[src/hw/itd_pkg.sv]
package itd_pkg;

    // ------------------------------------------------------------------
    // Node-space register offsets
    // ------------------------------------------------------------------
    localparam logic [7:0] OFS_ERR_FLAGS  = 8'h40;
    localparam logic [7:0] OFS_TARGET_SEL = 8'h48;
    localparam logic [7:0] OFS_DMA_CAPT   = 8'h4C;

    // ------------------------------------------------------------------
    // Field layout
    // ------------------------------------------------------------------
    localparam int REG_W       = 32;
    localparam int NODE_CNT    = 16;
    localparam int LEN_W       = 2;
    localparam int ADDR_W      = 30;
    localparam int CAPT_LEN_LO = 30;
    localparam int ERR_PAR_BIT = 0;
    localparam int ERR_ILK_BIT = 2;

    // ------------------------------------------------------------------
    // Reset values
    // ------------------------------------------------------------------
    localparam logic [31:0] TARGET_RST = 32'h0000_0000;
    localparam logic [31:0] CAPT_RST   = 32'h0000_0000;
    localparam logic [31:0] READ_ZERO  = 32'h0000_0000;

endpackage

[src/hw/itd_capture_reg.sv]
`timescale 1ns/1ps

// Length and longword address of the most recent DMA command cycle.
module itd_capture_reg #(
    parameter int LEN_W  = 2,
    parameter int ADDR_W = 30
) (
    input  wire logic                    mclk,    // Core clock.
    input  wire logic                    rst_n,   // Asynchronous reset, active low.
    input  wire logic                    load,    // Load strobe, already gated by lock.
    input  wire logic [LEN_W-1:0]        len,     // Transfer length.
    input  wire logic [ADDR_W-1:0]       addr,    // Longword address.
    output logic      [LEN_W+ADDR_W-1:0] value    // Captured length and address.
);

    // ------------------------------------------------------------------
    // Storage
    // ------------------------------------------------------------------
    always_ff @(posedge mclk or negedge rst_n)
    begin
        if (!rst_n)
        begin
            value <= itd_pkg::CAPT_RST[LEN_W+ADDR_W-1:0];
        end
        else if (load)
        begin
            value <= {len, addr};
        end
    end

endmodule

[src/hw/itd_regs.sv]
`timescale 1ns/1ps

// Functional notes
// - Target register stores all 32 written bits.
// - Low sixteen bits select interrupt receivers; reset zero.
// - Target bit position equals node number.
// - Interrupt goes to every node with bit set.
// - Capture reloads on each DMA command unless locked or a lock arms that cycle.
// - Interlock read failure freezes capture, sets bit 2.
// - Read-type parity failure freezes capture, sets bit 0.
// - Capture bits 31:30 hold transfer length.
// - Capture bits 29:0 hold longword address.
// - Unlocked capture reads the latest DMA transfer.
// - Capture stays frozen until causing flag clears.
// - Writing one clears interlock flag and unfreezes.
module itd_regs #(
    parameter int NODES  = 16,
    parameter int LEN_W  = 2,
    parameter int ADDR_W = 30
) (
    input  wire logic              mclk,             // Core clock, 100 MHz.
    input  wire logic              rst_n,            // Asynchronous reset, active low.
    input  wire logic [7:0]        ns_addr,          // Node-space register offset.
    input  wire logic              ns_wr,            // One-cycle write strobe.
    input  wire logic              ns_rd,            // One-cycle read strobe.
    input  wire logic [31:0]       ns_wdata,         // Write data.
    output logic      [31:0]       ns_rdata,         // Read data, valid with ns_rack.
    output logic                   ns_rack,          // Read answer pulse.
    input  wire logic              ca_valid,         // DMA command cycle latched.
    input  wire logic [LEN_W-1:0]  ca_len,           // Length of that command.
    input  wire logic [ADDR_W-1:0] ca_addr,          // Longword address of that command.
    input  wire logic              ilk_fail,         // Interlock read failed pulse.
    input  wire logic              par_err,          // Internal bus parity error pulse.
    input  wire logic              par_err_dma_read, // Parity error hit DMA read data.
    input  wire logic              irq_req,          // Request to issue an interrupt.
    output logic                   irq_tx_valid,     // Interrupt transaction pulse.
    output logic      [NODES-1:0]  irq_tx_dest,      // One bit per targeted node.
    output logic                   ilk_flag,         // Interlock read failed flag.
    output logic                   par_flag          // Parity error flag.
);

    // ------------------------------------------------------------------
    // Decode
    // ------------------------------------------------------------------
    logic                    tgt_wr;
    logic                    err_wr;
    logic [31:0]             tgt_q;
    logic [LEN_W+ADDR_W-1:0] capt_q;
    logic                    par_lock;
    logic                    locked;
    logic                    capt_load;
    logic                    ilk_clr;
    logic                    par_clr;
    logic                    par_lock_set;

    assign tgt_wr       = ns_wr && (ns_addr == itd_pkg::OFS_TARGET_SEL);
    assign err_wr       = ns_wr && (ns_addr == itd_pkg::OFS_ERR_FLAGS);
    assign ilk_clr      = err_wr && ns_wdata[itd_pkg::ERR_ILK_BIT];
    assign par_clr      = err_wr && ns_wdata[itd_pkg::ERR_PAR_BIT];
    assign par_lock_set = par_err && par_err_dma_read;
    assign locked       = ilk_flag || par_lock;

    // A failure in the same cycle as a new command keeps the old capture:
    // the failing transfer is the one already held, not the arriving one.
    assign capt_load = ca_valid && !locked && !ilk_fail && !par_lock_set;

    // ------------------------------------------------------------------
    // Registers
    // ------------------------------------------------------------------
    itd_target_reg #(
        .WIDTH   (itd_pkg::REG_W)
    ) u_target (
        .mclk    (mclk),
        .rst_n   (rst_n),
        .wr_en   (tgt_wr),
        .wr_data (ns_wdata),
        .value   (tgt_q)
    );

    itd_capture_reg #(
        .LEN_W  (LEN_W),
        .ADDR_W (ADDR_W)
    ) u_capture (
        .mclk   (mclk),
        .rst_n  (rst_n),
        .load   (capt_load),
        .len    (ca_len),
        .addr   (ca_addr),
        .value  (capt_q)
    );

    // ------------------------------------------------------------------
    // Error flags and capture lock
    // ------------------------------------------------------------------
    // A new failure in the clearing cycle wins, so no event is lost.
    always_ff @(posedge mclk or negedge rst_n)
    begin
        if (!rst_n)
        begin
            ilk_flag <= 1'b0;
        end
        else if (ilk_fail)
        begin
            ilk_flag <= 1'b1;
        end
        else if (ilk_clr)
        begin
            ilk_flag <= 1'b0;
        end
    end

    always_ff @(posedge mclk or negedge rst_n)
    begin
        if (!rst_n)
        begin
            par_flag <= 1'b0;
        end
        else if (par_err)
        begin
            par_flag <= 1'b1;
        end
        else if (par_clr)
        begin
            par_flag <= 1'b0;
        end
    end

    // Only a parity error on DMA read data freezes the capture; other
    // parity errors set the flag but leave the capture running.
    always_ff @(posedge mclk or negedge rst_n)
    begin
        if (!rst_n)
        begin
            par_lock <= 1'b0;
        end
        else if (par_lock_set)
        begin
            par_lock <= 1'b1;
        end
        else if (par_clr)
        begin
            par_lock <= 1'b0;
        end
    end

    // ------------------------------------------------------------------
    // Read port
    // ------------------------------------------------------------------
    always_ff @(posedge mclk or negedge rst_n)
    begin
        if (!rst_n)
        begin
            ns_rack <= 1'b0;
        end
        else
        begin
            ns_rack <= ns_rd;
        end
    end

    always_ff @(posedge mclk or negedge rst_n)
    begin
        if (!rst_n)
        begin
            ns_rdata <= itd_pkg::READ_ZERO;
        end
        else if (ns_rd)
        begin
            unique case (ns_addr)
                itd_pkg::OFS_TARGET_SEL:
                begin
                    ns_rdata <= tgt_q;
                end
                itd_pkg::OFS_DMA_CAPT:
                begin
                    ns_rdata <= capt_q;
                end
                itd_pkg::OFS_ERR_FLAGS:
                begin
                    ns_rdata                       <= itd_pkg::READ_ZERO;
                    ns_rdata[itd_pkg::ERR_ILK_BIT] <= ilk_flag;
                    ns_rdata[itd_pkg::ERR_PAR_BIT] <= par_flag;
                end
                default:
                begin
                    ns_rdata <= itd_pkg::READ_ZERO;
                end
            endcase
        end
        else
        begin
            ns_rdata <= itd_pkg::READ_ZERO;
        end
    end

    // ------------------------------------------------------------------
    // Interrupt transaction
    // ------------------------------------------------------------------
    always_ff @(posedge mclk or negedge rst_n)
    begin
        if (!rst_n)
        begin
            irq_tx_valid <= 1'b0;
        end
        else
        begin
            irq_tx_valid <= irq_req;
        end
    end

    // Several bits may be set together; one transaction reaches all.
    for (genvar n = 0; n < NODES; n++)
    begin : g_node
        always_ff @(posedge mclk or negedge rst_n)
        begin
            if (!rst_n)
            begin
                irq_tx_dest[n] <= 1'b0;
            end
            else if (irq_req)
            begin
                irq_tx_dest[n] <= tgt_q[n];
            end
            else
            begin
                irq_tx_dest[n] <= 1'b0;
            end
        end
    end
endmodule

[src/hw/itd_target_reg.sv]
`timescale 1ns/1ps

// Full-width read/write register; the low field doubles as the
// interrupt receiver mask.
module itd_target_reg #(
    parameter int WIDTH = 32
) (
    input  wire logic             mclk,    // Core clock.
    input  wire logic             rst_n,   // Asynchronous reset, active low.
    input  wire logic             wr_en,   // One-cycle write strobe.
    input  wire logic [WIDTH-1:0] wr_data, // Write data.
    output logic      [WIDTH-1:0] value    // Stored value.
);

    // ------------------------------------------------------------------
    // Storage
    // ------------------------------------------------------------------
    // Upper bits carry no reset meaning, but a constant is loaded anyway
    // so that simulation never sees unknowns leak into read data.
    always_ff @(posedge mclk or negedge rst_n)
    begin
        if (!rst_n)
        begin
            value <= itd_pkg::TARGET_RST[WIDTH-1:0];
        end
        else if (wr_en)
        begin
            value <= wr_data;
        end
    end

endmodule
[config.mk]
export PLATFORM = sky130hd
export DESIGN_NAME = itd_regs
export DESIGN_NICKNAME = d
export VERILOG_FILES = /design/src/hw/itd_pkg.sv /design/src/hw/itd_capture_reg.sv /design/src/hw/itd_regs.sv /design/src/hw/itd_target_reg.sv
export SDC_FILE = /design/constraint.sdc
export NUM_CORES = 1
export LEC_CHECK = 0
export BUFFER_PORTS_ARGS = -buffer_cell sky130_fd_sc_hd__buf_2
export CAP_MARGIN = 20
export CORE_ASPECT_RATIO = 1.5
export CORE_MARGIN = 3
export CORE_UTILIZATION = 35
export CTS_CLUSTER_DIAMETER = 200
export DETAILED_ROUTE_END_ITERATION = 16
export HOLD_SLACK_MARGIN = 0.08
export PLACE_DENSITY = 0.61
export SKIP_LAST_GASP = 1
export SLEW_MARGIN = 20
export SYNTH_ARGS = -nofsm -noshare
export SYNTH_HDL_FRONTEND = slang
export SYNTH_SLANG_ARGS = --single-unit
[constraint.sdc]
create_clock -name mclk -period 1.7 [get_ports mclk]
set_clock_uncertainty 0.1 [all_clocks]
set_input_delay 0.085 -clock mclk [delete_from_list [all_inputs] [get_ports mclk]]
set_output_delay 0.085 -clock mclk [all_outputs]
set_load 0.01 [all_outputs]
=== After elaboration in Yosys (flattened, before gate mapping) ===
Index checks and enable logic that the tools add are counted.

* Register bits: 117
* Logic and storage cells: 65

* Eq/ne operators: 3
* Muxes and demuxes: 23
* Reduce and logical (&&, ||, !) cells: 15

{| class="wikitable"
|+ Operators by type and width
! kind !! count
|-
| one-hot mux 32 bit (3 select lines) || 1
|-
| 2-to-1 mux 32 bit || 1
|-
| == test 8 x 7 -> 1 bit (second input constant) || 3
|-
| 2-to-1 mux 1 bit || 21
|-
| logical AND 1 bit || 8
|-
| nonzero test 2 bit || 3
|-
| zero test 1 bit || 3
|-
| logical OR 1 bit || 1
|}

=== Longest topological paths before layout ===
* Depth in word-level cells: 5
* Gate-level depth with buffers: 5

=== By module ===
A second synthesis with hierarchy kept.

* Cells, all modules: 300
* Area, all modules: 4,752.1 sq um

{| class="wikitable"
|+ By module, submodules not included
! module !! instances !! cells each !! area each (sq um) !! sequential area each (sq um)
|-
| itd_regs || 1 || 164 || 2,062.0 || 1,326.3
|-
| itd_capture_reg || 1 || 68 || 1,345.0 || 800.8
|-
| itd_target_reg || 1 || 68 || 1,345.0 || 800.8
|}

=== Worst setup path after synthesis ===
OpenSTA, ideal clock, no wires.

* Path type: reg-to-reg
* Start: reg ilk_flag
* End: reg u_capture.value[10]
* Arrival time: 1.310 ns
* Data required time: 1.475 ns
* Path slack: 0.166 ns
* Cell stages (with the launch flop): 5
* Path buffers: 1
* Clock period less this slack: 1.534 ns
* Cells stage by stage: dfrtp_1 nor4b_1 nand2_1 buf_2 mux2_2

* Longest elaborated chain between the ends: 5

{| class="wikitable"
|+ Ends and longest elaborated chain
! item !! RTL line !! text
|-
| start: declaration || itd_regs.sv:38 || <nowiki>output logic ilk_flag,</nowiki>
|-
| start signal: assignment || itd_regs.sv:100 || <nowiki>ilk_flag <= 1'b0;</nowiki>
|-
| start signal: assignment || itd_regs.sv:104 || <nowiki>ilk_flag <= 1'b1;</nowiki>
|-
| start signal: assignment || itd_regs.sv:108 || <nowiki>ilk_flag <= 1'b0;</nowiki>
|-
| logical OR 1 bit || itd_regs.sv:61 || <nowiki>assign locked = ilk_flag || par_lock;</nowiki>
|-
| zero test 1 bit || itd_regs.sv:65 || <nowiki>assign capt_load = ca_valid && !locked && !ilk_fail && !par_lock_set;</nowiki>
|-
| logical AND 1 bit (3 in series) || itd_regs.sv:65 ||
|-
| end signal: assignment || itd_capture_reg.sv:23 || <nowiki>value <= itd_pkg::CAPT_RST[LEN_W+ADDR_W-1:0];</nowiki>
|-
| end signal: assignment || itd_capture_reg.sv:27 || <nowiki>value <= {len, addr};</nowiki>
|-
| end: declaration || itd_capture_reg.sv:13 || <nowiki>output logic [LEN_W+ADDR_W-1:0] value</nowiki>
|}

Every way passes these cells.
A chain may end at the register's enable or synchronous reset.

=== Worst setup path after layout ===
* Start: reg ilk_flag
* End: reg u_capture.value[1]

Same word-level chain as after synthesis.

==> out/results.ini <==
[outcome]
status = complete, no violations

[place]
placedCellCount = 576
gp_congestion = 0.7823
portBuffers = 132
place_area_um2 = 5431
pre_cts_ws_ns = 0.04826
dp_hpwl_mm = 6.964

[route]
ant_nets = 0
wl_per_cell_um = 15.73
drt_wl_total_mm = 10.69
drt_first_pass_iters = 4
via_count = 3096
via_per_inst = 4.553
drc = 0
dr.first_iter.drc_count = 49

[synth]
yosys_warnings = 0
yosys.area.top_type = dfrtp_1
seq_area_frac_synth_pct = 64.27
synth_area_leaders = dfrtp_1 64%, mux2_4 9.9%, mux2_2 8.4%, mux2i_1 7.0%, nor2_1 2.6%
netlist.area_leader.share_pct = 64.27
ys_types = 20
synthCells = 294
ys_ff_latch = 117
syn_nets = 375
synthesis.area_um2 = 4556
avgSynthCellArea_um2 = 15.50

[pwr]
p_leak_nw = 3.601
peakVddDrop_v = 0.0005626
power_per_cell_area_nw_per_um2 = 1050

[clock_tree]
clock-sinks = 117
cts_tree = done
clock_path_buffers = 2
cts_max_level = 4
cts-buffers-inserted = 17
clk_pin_slew_ns = 0.05
cts_setup_buffers = 0
cts_root_buf = clkbuf_16
clk_latency_ns = 0.40

[cells_and_area]
nets = 594
final_common_cell = buf_2
n_antenna_cell = 0
layout-drive-gt1-share_pct = 45.42
final_area_um2 = 6782
fin_cells = 680
final_cell_mix = 131 x buf_2, 117 x dfrtp_1, 74 x dlygate4sd3_1, 34 x mux2_2, 32 x mux2i_1
area_growth_pct = 48.86

[grt]
grt_pass1_vias = 3467
antenna_found_initial = 0
grt_max_degree = 52
grt_util_all_layers_pct = 15.73
grt_first_pass_wirelength_mm = 17.49
globalRouteOverflowTotal = 0

[critical_path]
start_kind = flop
path_class = flop to flop
arrival_ns = 1.73
crit_path_end_kind = flop
required_ns = 1.87
path_max_fanout = 16

[sta]
slew_headroom_pct = 47.20
fmax_mhz = 643.8
fin_setup_tns_ns = 0
rsz0062_at_grt = no
final.period_utilization_pct = 91.36
tightestPinTransition_ns = 0.7894
setup_violations = 0
setup_slack_ns = 0.1468
finalHoldViolations = 0
holdWs_ns = 0.1163
final.min_clock_period_ns = 1.553
final_max_slew_viol_count = 0

[floorplan]
fp-row-count = 50
coreArea_um2 = 12640
ios = 133
die_h_um = 145.7
die_w_um = 99.15
dieArea_um2 = 14450
initial_core_util_pct = 36.05

[run]
cap_violations = 0

[hold_path]
hold_path.class = input pin to flop

## flip-flops by register name, summed over array words and instances (netlist names)
signal,count
ilk_flag,1
irq_tx_dest,16
irq_tx_valid,1
ns_rack,1
ns_rdata,32
par_flag,1
par_lock,1
u_capture.value,32
u_target.value,32
## final timing paths
check / startpoint / to / slack, ns / depth (start not counted)
min in group asynchronous: rst_n / u_capture.value[28] / 0.15 / 3
setup / recovery: ilk_flag / u_capture.value[1] / 0.15 / 4
hold / removal: ns_addr[0] / ns_rdata[2] / 0.12 / 4
setup reg to reg: ilk_flag / u_capture.value[1] / 0.15 / 4
max in group asynchronous: rst_n / ns_rdata[29] / 0.17 / 3
hold reg to reg: u_capture.value[31] / u_capture.value[31] / 0.40 / 1
## worst max-delay path, stage by stage (launching register included)
cell and delay [ns]:
dfrtp_1 0.41, nor4b_2 0.34, nand2_2 0.09, buf_4 0.21, mux2_2 0.29
## layer usage
metal	wire (um)	GRT usage [%]	share of wire (%)	up-vias
li1	-	-	-	1454
met1	4227	17.87	40	1542
met4	192	7.382	1.8	0
met2	5786	27.32	54	89
met3	486	3.933	4.5	11
met5	0	0	0	-
## repair_timing
action,in CTS,in global routing
setup endpoints to repair,0,32
hold buffers,74,0
hold endpoints to repair,204,0
gates resized for setup,0,1
## cells by family (layout without fill, tap and decap cells)
family,Yosys count,count (layout),synth area share [%]
buf+inv,15,245,1.977
mux,96,96,25.32
simple gates,61,61,7.691
compound gates,5,5,0.7415
flops,117,117,64.27
## power breakdown
group          switching, mW  internal [mW]
Clock                   1.19           2.46
Sequential            0.0528           2.89
Combinational          0.201          0.319
Total                   1.45           5.67
## cell type report
class / instances / area [um^2]
repair buffers: 215 / 1509
well taps: 156 / 195.2
clock buffers: 20 / 446.7
fillers: 1067 / 5856
flip-flops and latches: 117 / 2928
multi-input cells: 162 / 1546
clock inverters: 10 / 156.4
## through the flow
step / power [mW] / utilization, %
after floorplan: 3.160 / -
after global placement: 3.377 / 42.98
after detailed placement: 3.388 / 42.98
after CTS: 7.215 / 53.61
after global routing: 7.362 / 53.66
final: 7.118 / 53.66
## cells in the mapped netlist
cell / count
a21o_1: 2
a22o_1: 1
and2_1: 17
and3_1: 2
buf_2: 3
buf_6: 4
clkbuf_1: 8
dfrtp_1: 117
mux2_2: 34
mux2_4: 30
mux2i_1: 32
nand2_1: 2
nand3_1: 2
nand3_4: 1
nand4_1: 1
nand4b_1: 2
nor2_1: 31
nor4b_1: 1
nor4b_4: 2
o21ai_0: 2
Power figures use the tool's default switching activity.
